**src/include/cpc_pkg.sv**
```systemverilog
// Constants, types and helper functions of the compare pulse and PWM channel
package cpc_pkg;

   // ------------------------------------------------------------
   // Register byte offsets
   // ------------------------------------------------------------
   localparam logic [7:0] CPC_CTRL_OFF = 8'h00;
   localparam logic [7:0] CPC_PRI_OFF = 8'h04;
   localparam logic [7:0] CPC_SEC_OFF = 8'h08;
   localparam logic [7:0] CPC_FLAG_OFF = 8'h0c;
   localparam logic [7:0] CPC_T0CTL_OFF = 8'h10;
   localparam logic [7:0] CPC_T0PER_OFF = 8'h14;
   localparam logic [7:0] CPC_T0CNT_OFF = 8'h18;
   localparam logic [7:0] CPC_T1CTL_OFF = 8'h1c;
   localparam logic [7:0] CPC_T1PER_OFF = 8'h20;
   localparam logic [7:0] CPC_T1CNT_OFF = 8'h24;

   // ------------------------------------------------------------
   // Field positions
   // ------------------------------------------------------------
   localparam int CPC_ON_BIT = 15;
   localparam int CPC_WIDE_BIT = 5;
   localparam int CPC_FLT_BIT = 4;
   localparam int CPC_TSEL_BIT = 3;
   localparam int CPC_MODE_LSB = 0;
   localparam int CPC_FLAG_BIT = 0;
   localparam int CPC_TON_BIT = 15;
   localparam int CPC_TPS_LSB = 4;
   localparam int CPC_TWIDE_BIT = 3;

   // ------------------------------------------------------------
   // Codes and reset values
   // ------------------------------------------------------------
   localparam logic [2:0] CPC_MODE_CONT = 3'h5;
   localparam logic [2:0] CPC_MODE_PWM = 3'h6;
   localparam logic [2:0] CPC_MODE_PWMF = 3'h7;
   localparam logic [1:0] CPC_RESP_OKAY = 2'h0;
   localparam logic [1:0] CPC_RESP_SLVERR = 2'h2;
   localparam logic [31:0] CPC_REG_RST = 32'h0;
   localparam logic [2:0] CPC_DIV_RST = 3'h0;
   localparam int CPC_FAULT_A_LAST = 4;

   typedef enum logic [1:0] {
      PH_IDLE = 2'b00,
      PH_CONT = 2'b01,
      PH_PWM = 2'b10,
      PH_FAULT = 2'b11
   } cpc_phase_e;

   // ------------------------------------------------------------
   // Helpers
   // ------------------------------------------------------------
   function automatic logic [31:0] cpc_mask(input logic [31:0] v, input logic wide);
      cpc_mask = wide ? v : {16'h0, v[15:0]};
   endfunction

   function automatic logic cpc_eq(input logic [31:0] a, input logic [31:0] b,
                                   input logic wide);
      cpc_eq = (cpc_mask(a, wide) == cpc_mask(b, wide));
   endfunction

   function automatic logic cpc_lt(input logic [31:0] a, input logic [31:0] b,
                                   input logic wide);
      cpc_lt = (cpc_mask(a, wide) < cpc_mask(b, wide));
   endfunction

   function automatic logic [31:0] cpc_merge(input logic [31:0] old,
                                             input logic [31:0] data,
                                             input logic [3:0] strb);
      cpc_merge = old;
      for (int i = 0; i < 4; i++) begin
         if (strb[i]) begin
            cpc_merge[i*8 +: 8] = data[i*8 +: 8];
         end
      end
   endfunction

endpackage

```
**src/rtl/cpc_timebase.sv**
```systemverilog
// Free-running time base with prescaler and period wrap
module cpc_timebase
   import cpc_pkg::*;
(
   // Clock and reset
   input wire logic sys_clk,
   input wire logic rst_b,
   // Settings
   input wire logic run,
   input wire logic wide,
   input wire logic [1:0] prescale,
   input wire logic [31:0] period,
   // Count out
   output logic [31:0] count,
   output logic step,
   output logic wrap
);

   typedef struct packed {
      logic [2:0] div;
      logic [31:0] count;
      logic step;
      logic wrap;
   } cpc_tb_s;

   cpc_tb_s st_ff;
   cpc_tb_s nxt_st;
   logic [2:0] ratio_m1;

   // ------------------------------------------------------------
   // Counting
   // ------------------------------------------------------------
   // Prescale ratios are 1, 2, 4 and 8 clocks per count
   always_comb begin
      ratio_m1 = 3'((4'h1 << prescale) - 4'h1);
      nxt_st = st_ff;
      nxt_st.step = 1'b0;
      nxt_st.wrap = 1'b0;
      if (run) begin
         if (st_ff.div >= ratio_m1) begin
            nxt_st.div = CPC_DIV_RST;
            nxt_st.step = 1'b1;
            if (cpc_eq(st_ff.count, period, wide)) begin
               nxt_st.count = CPC_REG_RST;
               nxt_st.wrap = 1'b1;
            end else begin
               nxt_st.count = cpc_mask(st_ff.count + 32'h1, wide);
            end
         end else begin
            nxt_st.div = st_ff.div + 3'h1;
         end
      end
   end

   always_ff @(posedge sys_clk) begin
      if (!rst_b) begin
         st_ff <= '0;
      end else begin
         st_ff <= nxt_st;
      end
   end

   assign count = st_ff.count;
   assign step = st_ff.step;
   assign wrap = st_ff.wrap;

endmodule

```
**src/rtl/cpc_channel.sv**
```systemverilog
// Compare channel: continuous pulse and PWM generation with fault shutdown
// ------------------------------------------------------------
// ------------------------------------------------------------
module cpc_channel
   import cpc_pkg::*;
#(
   parameter int CHANNEL_NUM = 1
)
(
   // Clock and reset
   input wire logic sys_clk,
   input wire logic rst_b,
   // AXI4-Lite write
   input wire logic [7:0] s_axi_awaddr,
   input wire logic s_axi_awvalid,
   output logic s_axi_awready,
   input wire logic [31:0] s_axi_wdata,
   input wire logic [3:0] s_axi_wstrb,
   input wire logic s_axi_wvalid,
   output logic s_axi_wready,
   output logic [1:0] s_axi_bresp,
   output logic s_axi_bvalid,
   input wire logic s_axi_bready,
   // AXI4-Lite read
   input wire logic [7:0] s_axi_araddr,
   input wire logic s_axi_arvalid,
   output logic s_axi_arready,
   output logic [31:0] s_axi_rdata,
   output logic [1:0] s_axi_rresp,
   output logic s_axi_rvalid,
   input wire logic s_axi_rready,
   // Pins
   input wire logic fault_input_a,
   input wire logic fault_input_b,
   output logic compare_output_pin,
   output logic compare_output_pin_oe,
   output logic channel_event_flag
);

   typedef struct packed {
      logic awrdy;
      logic awg;
      logic [7:0] awa;
      logic wrdy;
      logic wg;
      logic [31:0] wd;
      logic [3:0] ws;
      logic bvalid;
      logic [1:0] bresp;
      logic arrdy;
      logic rvalid;
      logic [31:0] rdata;
      logic [1:0] rresp;
      logic on;
      logic wide;
      logic flt;
      logic tsel;
      logic [2:0] mode;
      logic [31:0] pri;
      logic [31:0] sec;
      logic flag;
      logic [1:0] ton;
      logic [1:0] twide;
      logic [1:0][1:0] tps;
      logic [1:0][31:0] tper;
      cpc_phase_e ph;
      logic out;
      logic oe;
      logic fs1;
      logic fs2;
   } cpc_ch_s;

   cpc_ch_s st_ff, nxt_st;

   logic [1:0][31:0] t_cnt;
   logic [1:0] t_step, t_wrap;
   logic [31:0] cnt, duty_eff, ctrl_rd, wv, rv;
   logic fault_raw, stp, wrp, hit_ok, set_ev, clr_ev, mode_wr, wr, ti;

   // ------------------------------------------------------------
   // Time bases
   // ------------------------------------------------------------
   cpc_timebase u_tb0 (
      .sys_clk(sys_clk),
      .rst_b(rst_b),
      .run(st_ff.ton[0]),
      .wide(st_ff.twide[0]),
      .prescale(st_ff.tps[0]),
      .period(st_ff.tper[0]),
      .count(t_cnt[0]),
      .step(t_step[0]),
      .wrap(t_wrap[0])
   );

   cpc_timebase u_tb1 (
      .sys_clk(sys_clk),
      .rst_b(rst_b),
      .run(st_ff.ton[1]),
      .wide(st_ff.twide[1]),
      .prescale(st_ff.tps[1]),
      .period(st_ff.tper[1]),
      .count(t_cnt[1]),
      .step(t_step[1]),
      .wrap(t_wrap[1])
   );

   // ------------------------------------------------------------
   // Channel and register logic
   // ------------------------------------------------------------
   // Fault pin choice is fixed by the channel number
   assign fault_raw = (CHANNEL_NUM <= CPC_FAULT_A_LAST) ? fault_input_a : fault_input_b;

   always_comb begin
      cnt = st_ff.tsel ? t_cnt[1] : t_cnt[0];
      stp = st_ff.tsel ? t_step[1] : t_step[0];
      wrp = st_ff.tsel ? t_wrap[1] : t_wrap[0];
      // On the wrap count the buffered duty already applies
      duty_eff = wrp ? st_ff.sec : st_ff.pri;
      ctrl_rd = {16'h0, st_ff.on, 9'h0, st_ff.wide, st_ff.flt, st_ff.tsel, st_ff.mode};
      nxt_st = st_ff;
      set_ev = 1'b0;
      clr_ev = 1'b0;
      mode_wr = 1'b0;
      wv = CPC_REG_RST;
      rv = CPC_REG_RST;
      hit_ok = 1'b1;
      ti = 1'b0;
      nxt_st.fs1 = !fault_raw;
      nxt_st.fs2 = st_ff.fs1;

      // Pin behaviour per phase
      case (st_ff.ph)
         PH_CONT: begin
            if (stp && cpc_eq(cnt, st_ff.sec, st_ff.wide)) begin
               nxt_st.out = 1'b0;
               set_ev = 1'b1;
            end else if (stp && cpc_eq(cnt, st_ff.pri, st_ff.wide)) begin
               nxt_st.out = 1'b1;
            end
         end
         PH_PWM: begin
            // Compare against count gives 0, 100 and one-low-count corners
            nxt_st.out = cpc_lt(cnt, duty_eff, st_ff.wide);
            if (wrp) begin
               nxt_st.pri = st_ff.sec;
            end
         end
         PH_FAULT: begin
            nxt_st.out = 1'b0;
         end
         default: begin
            nxt_st.out = 1'b0;
         end
      endcase

      // Synchroniser holds the fault level, so its reset value shows no fault
      if (st_ff.on && st_ff.mode == CPC_MODE_PWMF && st_ff.fs2 && st_ff.ph != PH_FAULT) begin
         nxt_st.ph = PH_FAULT;
         nxt_st.flt = 1'b1;
         set_ev = 1'b1;
      end

      // Write channel
      if (st_ff.bvalid && s_axi_bready) begin
         nxt_st.bvalid = 1'b0;
      end
      if (s_axi_awvalid && st_ff.awrdy) begin
         nxt_st.awg = 1'b1;
         nxt_st.awa = s_axi_awaddr;
      end
      if (s_axi_wvalid && st_ff.wrdy) begin
         nxt_st.wg = 1'b1;
         nxt_st.wd = s_axi_wdata;
         nxt_st.ws = s_axi_wstrb;
      end
      wr = st_ff.awg && st_ff.wg && !st_ff.bvalid;
      if (wr) begin
         nxt_st.awg = 1'b0;
         nxt_st.wg = 1'b0;
         nxt_st.bvalid = 1'b1;
         nxt_st.bresp = CPC_RESP_OKAY;
         case (st_ff.awa)
            CPC_CTRL_OFF: begin
               wv = cpc_merge(ctrl_rd, st_ff.wd, st_ff.ws);
               nxt_st.on = wv[CPC_ON_BIT];
               nxt_st.wide = wv[CPC_WIDE_BIT];
               nxt_st.tsel = wv[CPC_TSEL_BIT];
               nxt_st.mode = wv[CPC_MODE_LSB +: 3];
               mode_wr = st_ff.ws[0];
            end
            CPC_PRI_OFF: begin
               // Duty is locked while a PWM code is selected
               if (st_ff.mode != CPC_MODE_PWM && st_ff.mode != CPC_MODE_PWMF) begin
                  nxt_st.pri = cpc_merge(st_ff.pri, st_ff.wd, st_ff.ws);
               end
            end
            CPC_SEC_OFF: begin
               nxt_st.sec = cpc_merge(st_ff.sec, st_ff.wd, st_ff.ws);
            end
            CPC_FLAG_OFF: begin
               clr_ev = st_ff.ws[0] && st_ff.wd[CPC_FLAG_BIT];
            end
            CPC_T0CTL_OFF, CPC_T1CTL_OFF: begin
               ti = (st_ff.awa == CPC_T1CTL_OFF);
               wv = cpc_merge(CPC_REG_RST, st_ff.wd, st_ff.ws);
               nxt_st.ton[ti] = wv[CPC_TON_BIT];
               nxt_st.twide[ti] = wv[CPC_TWIDE_BIT];
               nxt_st.tps[ti] = wv[CPC_TPS_LSB +: 2];
            end
            CPC_T0PER_OFF, CPC_T1PER_OFF: begin
               ti = (st_ff.awa == CPC_T1PER_OFF);
               nxt_st.tper[ti] = cpc_merge(st_ff.tper[ti], st_ff.wd, st_ff.ws);
            end
            CPC_T0CNT_OFF, CPC_T1CNT_OFF: begin
               nxt_st.bresp = CPC_RESP_OKAY;
            end
            default: begin
               nxt_st.bresp = CPC_RESP_SLVERR;
            end
         endcase
      end

      // Mode rewrite: leaves fault only once the input is high again
      if (mode_wr && (nxt_st.ph != PH_FAULT || !st_ff.fs2)) begin
         nxt_st.flt = 1'b0;
         case (nxt_st.mode)
            CPC_MODE_CONT: begin
               nxt_st.ph = PH_CONT;
               nxt_st.out = 1'b0;
            end
            CPC_MODE_PWM, CPC_MODE_PWMF: begin
               nxt_st.ph = PH_PWM;
            end
            default: begin
               nxt_st.ph = PH_IDLE;
               nxt_st.out = 1'b0;
            end
         endcase
      end
      nxt_st.oe = nxt_st.on && nxt_st.ph != PH_FAULT;

      // Set wins over software clear
      nxt_st.flag = (st_ff.flag && !clr_ev) || set_ev;

      // Read channel
      if (st_ff.rvalid && s_axi_rready) begin
         nxt_st.rvalid = 1'b0;
      end
      if (s_axi_arvalid && st_ff.arrdy) begin
         case (s_axi_araddr)
            CPC_CTRL_OFF: rv = ctrl_rd;
            CPC_PRI_OFF: rv = st_ff.pri;
            CPC_SEC_OFF: rv = st_ff.sec;
            CPC_FLAG_OFF: rv = {31'h0, st_ff.flag};
            CPC_T0CTL_OFF: rv = {16'h0, st_ff.ton[0], 9'h0, st_ff.tps[0], st_ff.twide[0], 3'h0};
            CPC_T1CTL_OFF: rv = {16'h0, st_ff.ton[1], 9'h0, st_ff.tps[1], st_ff.twide[1], 3'h0};
            CPC_T0PER_OFF: rv = st_ff.tper[0];
            CPC_T1PER_OFF: rv = st_ff.tper[1];
            CPC_T0CNT_OFF: rv = t_cnt[0];
            CPC_T1CNT_OFF: rv = t_cnt[1];
            default: hit_ok = 1'b0;
         endcase
         nxt_st.rvalid = 1'b1;
         nxt_st.rdata = rv;
         nxt_st.rresp = hit_ok ? CPC_RESP_OKAY : CPC_RESP_SLVERR;
      end
      nxt_st.awrdy = !nxt_st.awg;
      nxt_st.wrdy = !nxt_st.wg;
      nxt_st.arrdy = !nxt_st.rvalid;
   end

   always_ff @(posedge sys_clk) begin
      if (!rst_b) begin
         st_ff <= '0;
      end else begin
         st_ff <= nxt_st;
      end
   end

   // ------------------------------------------------------------
   // Outputs
   // ------------------------------------------------------------
   assign s_axi_awready = st_ff.awrdy;
   assign s_axi_wready = st_ff.wrdy;
   assign s_axi_bresp = st_ff.bresp;
   assign s_axi_bvalid = st_ff.bvalid;
   assign s_axi_arready = st_ff.arrdy;
   assign s_axi_rdata = st_ff.rdata;
   assign s_axi_rresp = st_ff.rresp;
   assign s_axi_rvalid = st_ff.rvalid;
   assign compare_output_pin = st_ff.out;
   assign channel_event_flag = st_ff.flag;
   // Raw pin gates the enable so shutdown does not wait for a clock edge
   assign compare_output_pin_oe = st_ff.oe &&
      !(st_ff.mode == CPC_MODE_PWMF && !fault_raw);
endmodule

```
**config.mk**
```make
export PLATFORM = sky130hd
export DESIGN_NAME = cpc_channel
export DESIGN_NICKNAME = d
export VERILOG_FILES = /design/src/include/cpc_pkg.sv /design/src/rtl/cpc_timebase.sv /design/src/rtl/cpc_channel.sv
export SDC_FILE = /design/constraint.sdc
export NUM_CORES = 1
export LEC_CHECK = 0
export BUFFER_PORTS_ARGS = -buffer_cell sky130_fd_sc_hd__buf_2
export CAP_MARGIN = 40
export CORE_UTILIZATION = 62
export DETAILED_ROUTE_END_ITERATION = 10
export PLACE_DENSITY = 0.81
export SYNTH_ARGS = -nofsm -noshare
export SYNTH_HDL_FRONTEND = slang
export SYNTH_SLANG_ARGS = --single-unit
export TNS_END_PERCENT = 30
```
**constraint.sdc**
```tcl
create_clock -name sys_clk -period 3.5 [get_ports sys_clk]
set_clock_uncertainty 0.1 [all_clocks]
set_input_delay 0.175 -clock sys_clk [delete_from_list [all_inputs] [get_ports sys_clk]]
set_output_delay 0.175 -clock sys_clk [all_outputs]
set_load 0.05 [all_outputs]
```
## After elaboration in Yosys (flattened, before gate mapping)

Cells that the tools add are included.

| word-level totals | value |
|---|---|
| input port bits | 61 |
| bits in registers | 311 |
| logic and storage cells | 249 |
| output and inout bits | 44 |

| operators by class | value |
|---|---|
| equal/unequal tests | 37 |
| shift operators | 2 |
| multiplexer cells | 97 |
| $add $sub $neg | 6 |
| reductions and logical operators | 53 |
| order comparisons | 7 |
| bitwise gates (word level) | 1 |

Operators by type and width:

| cell | count |
|---|---|
| 32-bit 2-to-1 mux | 21 |
| 32-bit case mux with 10 select lines | 1 |
| 8-bit 2-to-1 mux | 24 |
| 32-bit == test | 4 |
| 67-bit 2-to-1 mux | 1 |
| 32-bit by 1-bit adder with 32-bit output (second input constant) | 2 |
| 64-bit bitwise mux | 1 |
| 8-bit by 5-bit == test with 1-bit output (second input constant) | 8 |
| 37-bit 2-to-1 mux | 1 |
| 35-bit 2-to-1 mux | 1 |
| 32-bit demux with 1-bit select | 1 |
| 8-bit by 4-bit == test with 1-bit output (second input constant) | 4 |
| 8-bit by 6-bit == test with 1-bit output (second input constant) | 4 |
| 32-bit < comparator | 1 |
| 6-bit 2-to-1 mux | 4 |
| 1-bit logical AND | 21 |
| 1-bit 2-to-1 mux | 21 |
| 3-bit AND reduction | 7 |
| 10-bit OR reduction | 2 |
| 8-bit by 3-bit == test with 1-bit output (second input constant) | 2 |
| 8-bit logical NOT | 2 |
| 2-bit 2-to-1 mux | 8 |
| 4-bit inequality test (second input constant) | 4 |
| 3-bit 2-to-1 mux | 5 |
| 24 further kinds | 53 |

## Logic depth before layout (Yosys ltp)

| depth | value |
|---|---|
| depth after elaboration | 12 |
| depth in mapped cells | 14 |
| mapped depth without buffers | 11 |

## Modules after synthesis

Synthesis repeated with hierarchy kept, for this count alone.

| unflattened totals | value |
|---|---|
| cells, all modules | 2197 |
| area, all modules | 18148.7 µm² |

Modules (own cells, without submodules):

| module | instances | area an instance (µm²) | cells an instance | sequential area each (µm²) |
|---|---|---|---|---|
| cpc_channel | 1 | 12928.6 | 1533 | 4704.5 |
| cpc_timebase | 2 | 2610.0 | 332 | 740.7 |

## Least setup slack after synthesis

OpenSTA, ideal clock, no wires.

| timing | value |
|---|---|
| path kind | register to register |
| start point | register st_ff (netlist bit ctrl_rd[3]) |
| end point | register st_ff (netlist bit compare_output_pin) |
| cell stages (with the launch flop) | 15 |
| clock period less this slack | 2.962 ns |
| buffers on the path | 3 |
| path slack | 0.538 ns |
| arrival | 2.793 ns |
| setup time | 0.069 ns |
| required time | 3.331 ns |
| path through | dfxtp_1 -> buf_4 -> buf_6 -> mux2i_2 -> clkbuf_1 -> mux2_2 -> nand2_1 -> ha_1 -> a21o_1 -> a21o_1 -> a21oi_1 -> o2111ai_1 -> a21oi_1 -> nand4_1 -> o21ai_1 |

| between the ends | value |
|---|---|
| longest elaborated chain between the ends | 9 |
| elaborated cells on any way between the ends | 16 |
| classes of those cells | order compare (1); eq/ne (2); mux (11); reduce/logical (2) |

Ends and longest elaborated chain:

| item | RTL line | source |
|---|---|---|
| start, declared | cpc_channel.sv:73 | `cpc_ch_s st_ff, nxt_st;` |
| start signal, assigned | cpc_channel.sv:276 | `st_ff <= nxt_st;` |
| branches (longest 6 deep; another with 32-bit < comparator) | - |  |
| 1-bit case mux with 2 select lines * | cpc_channel.sv:132 | `case (st_ff.ph)` |
| 1-bit 2-to-1 mux | cpc_channel.sv:226 | `case (nxt_st.mode)` |
| 3-bit 2-to-1 mux * | cpc_channel.sv:224 | `if (mode_wr && (nxt_st.ph != PH_FAULT \|\| !st_ff.fs2)) begin` |

Every way passes the cells marked *.
A chain may end at the register's enable or synchronous reset.

## Worst setup path after layout

Ends and elaborated chain as after synthesis.

==> impl_metrics.yaml <==
worst_setup_path:
  critPathLaunch: "ctrl_rd[3]"
  cp.depth: 10
  worst_r2r_startpoint: "ctrl_rd[3]"
  reg2reg_to: "compare_output_pin"
  crit_path_start_kind: "flip-flop"
  crit_end: "compare_output_pin"
  cp.buffers_inverters: 2
  cp_max_fo: 27
  end_kind: "flip-flop"
  crit_chain: "buf_4 -> mux2_2 -> nand2_1 -> inv_1 -> ha_1 -> nand4_1 -> nor4_1 -> o311ai_0 -> nand4_1 -> o21ai_1"
  required_ns: 3.82
  path_delay_family: "simple AND/OR/NAND/NOR gates"
  crit_slowest_cell: "nor4_1"
  critical_path_class: "flip-flop to flip-flop"
  reg2regPathDepth: 10
  arrival_ns: 3.42
  r2r_setup_slack_ns: 0.40
  crit_path_frequent_cell: "nand4_1"
  critPathMaxStageDelay_ns: 0.55
worst_hold_path:
  hold_path_class: "input port to flip-flop"
route:
  firstDrtPassIters: 11
  antenna_left: 0
  viasPerCell: 6.63
  vias: 16924
  drt-total-wl_mm: 58.2
  drtIter0Drc: 2959
  drc_errors: 2
  post_drt_wl_per_cell_um: 22.8
floorplanning:
  die_h_um: 167
  dieArea_um2: 28000
  start_util: 0.631
  die_w_um: 167
  coreArea_um2: 26900
  fp-row-count: 60
  io_pins: 105
yosys:
  synthTopCellsByArea: "dfxtp_1 (36%), a21oi_1 (7.1%), nand2_1 (5.9%), xnor2_1 (5.8%), nor2_1 (4.6%)"
  syn_area_um2: 17000
  synth_mux_area_frac: 0.0586
  async_flop_share: 0
  netlist_instances: 2111
  syn_avg_cell_area_um2: 8.03
  synth_top_cell_by_area: "dfxtp_1"
  synthMostInstantiatedCell: "dfxtp_1"
  synthXorXnorAreaFrac: 0.0770
  synth_compound_area_frac: 0.190
  synthSimpleGateAreaFrac: 0.213
  synth_edf_count: 0
  synth_top_family_by_area: "simple AND/OR/NAND/NOR gates"
  synthTopCellsByCount: "dfxtp_1 (309), nand2_1 (266), a21oi_1 (240), nor2_1 (208), clkbuf_1 (115)"
  yosysSeqAreaShare: 0.365
  synthAdderAreaFrac: 0.0325
  ys_ff_latch: 309
  synth.top_cell.area_share: 0.365
  ys_warn_count: 0
  ys.flop_type: "dfxtp_1"
  ys_types: 72
timing:
  final_max_slew_viol_count: 0
  fin_ws_ns: 0.399
  min_period_over_period: 0.886
  setup_viol: 0
  fin_setup_tns_ns: 0
  slew_headroom: 0.392
  timing.fmax_mhz: 322
  hold_viol_final: 0
  tightest_slew_ns: 0.912
  min_period_ns: 3.10
  rsz0062_at_grt: "no"
cells_and_area:
  post-route-util: 0.717
  regArea_um2: 6190
  area_growth_syn_to_layout_pct: 13.6
  stdcell_count: 2551
  final.fill_count: 2063
  multiInputGateArea_um2: 9740
  drive_above_1_share: 0.124
  final_nets: 2292
  n_antenna_cell: 0
cts:
  postCtsSetupRepairBufs: 0
  clock_latency_ns: 0.53
  clock_path_buffers: 3
  clkTransAtPathRegs_ns: 0.06
  cts_buffers: 34
  clkSinkCount: 309
  root_buffer: "clkbuf_16"
  cts_tree: "done"
  htreeDepth: 2
place:
  port_buffers: 101
  routabilityCongestion: 1.02
  dp_hpwl_mm: 41.0
  pre_cts_slack_ns: 0.464
  place_inst: 2434
grt:
  grt-ovfl-total: 0
  grt_max_degree: 127
  antenna_found_initial: 1
  grt_usage: 0.407
  grt_pass1_wl_mm: 89.0
  grt_pass1_vias: 15976
run_status:
  violations: "DRC"
  status: "finished, violations left"
pwr:
  power_density_nw_per_um2: 392
  leakage_nw: 7.32
  irDropWorstVdd_v: 0.000394
run:
  drv_cap: 0
[kinds of logic after synthesis]
kind of cell | count (synthesis)
DFF | 309
muxes | 95
xor gates and xnor gates | 149
AOI/OAI and AO/OA | 511
buffers and inverters | 234
adders and majority gates | 44
and+or+nand+nor | 768
other | 1
[metal layers]
layer,up-vias,track usage,share of wire
met3,190,0.110,0.14
met2,1170,0.613,0.43
met4,0,0.159,0.040
met5,-,0,0
met1,7947,0.552,0.39
li1,7617,-,-
[per-stage QoR]
| step | hold slack, ns | cell area (um^2) | power [mW] |
|---|---|---|---|
| final | 0.166 | 19300 | 7.56 |
| after global routing | 0.170 | 19300 | 7.74 |
| after floorplan | 0.147 | 17000 | 3.87 |
| after global placement | 0.251 | 17500 | 3.98 |
| after detailed placement | 0.257 | 17600 | 4.00 |
| after CTS | 0.140 | 19200 | 7.52 |
[flip-flops by register name (all words and copies together), names as in the netlist]
register	flops
st_ff	186
s_axi_rdata	32
u_tb0.count	32
u_tb1.count	32
ctrl_rd	7
u_tb0.st_ff	3
u_tb1.st_ff	3
channel_event_flag	1
compare_output_pin	1
nxt_st	1
s_axi_arready	1
s_axi_awready	1
s_axi_bresp	1
s_axi_bvalid	1
s_axi_rresp	1
s_axi_rvalid	1
s_axi_wready	1
u_tb0.step	1
u_tb0.wrap	1
u_tb1.step	1
u_tb1.wrap	1
[report_power, final]
group	internal [mW]	leakage, nW	total (mW)	switching (mW)
Combinational	0.145	4.28	0.374	0.228
Sequential	3.55	2.49	3.61	0.0647
Clock	2.08	0.546	3.57	1.49
Total	5.77	7.32	7.56	1.79
[repair_timing]
action,CTS,global route
hold buffers,57,0
endpoints found under the hold margin,51,0
gates resized for setup,0,0
[layout by cell type (no fill, tap or decap), types with 11 or more instances in the layout]
cell           Yosys  routed
dfxtp_1          309     308
nand2_1          266     266
a21oi_1          240     240
nor2_1           208     203
xnor2_1          113     113
buf_2             24     101
nand3_1           73      73
o21ai_0           71      71
mux2i_1           63      63
buf_4             40      60
a222oi_1          59      59
dlygate4sd3_1      0      57
inv_1             50      49
ha_1              44      44
nand2b_1          43      43
nand4_1           42      42
xor2_1            36      36
clkbuf_16          0      35
o31ai_1           33      33
mux2_2            31      31
nor3_1            30      30
and2_1            18      18
and3_1            17      17
o221ai_1          17      17
nor4_1            16      16
a22oi_1           14      14
a211oi_1          13      13
a21o_1            11      11
[worst min-delay path by stage]
stage	depth (start not counted)	startpoint	end	slack, ns
CTS	3	rst_b	st_ff[28]	0.14
detailed placement	2	fault_input_a	nxt_st[0]	0.26
global placement	2	fault_input_a	nxt_st[0]	0.25
finish	3	rst_b	st_ff[28]	0.17
global route	3	rst_b	st_ff[24]	0.17
floorplan	1	fault_input_a	nxt_st[0]	0.15
[area by class of cell]
| cell class | instances | area share |
|---|---|---|
| clock buffer | 49 | 0.0524 |
| clock inverter | 10 | 0.00429 |
| inverter | 50 | 0.0100 |
| tap | 341 | 0.0222 |
| multi-input combinational | 1569 | 0.506 |
| sequential | 309 | 0.321 |
| timing repair buffer | 223 | 0.0843 |
[worst register-to-register path: cells and delay by family, from the launching register on]
kind | cells | cell delay (ns)
buf+inv | 2 | 0.48
flops | 1 | 0.36
mux | 1 | 0.41
fa+ha+maj | 1 | 0.29
simple gates | 4 | 1.06
compound gates | 2 | 0.31
(Power assumes the default switching activity.)
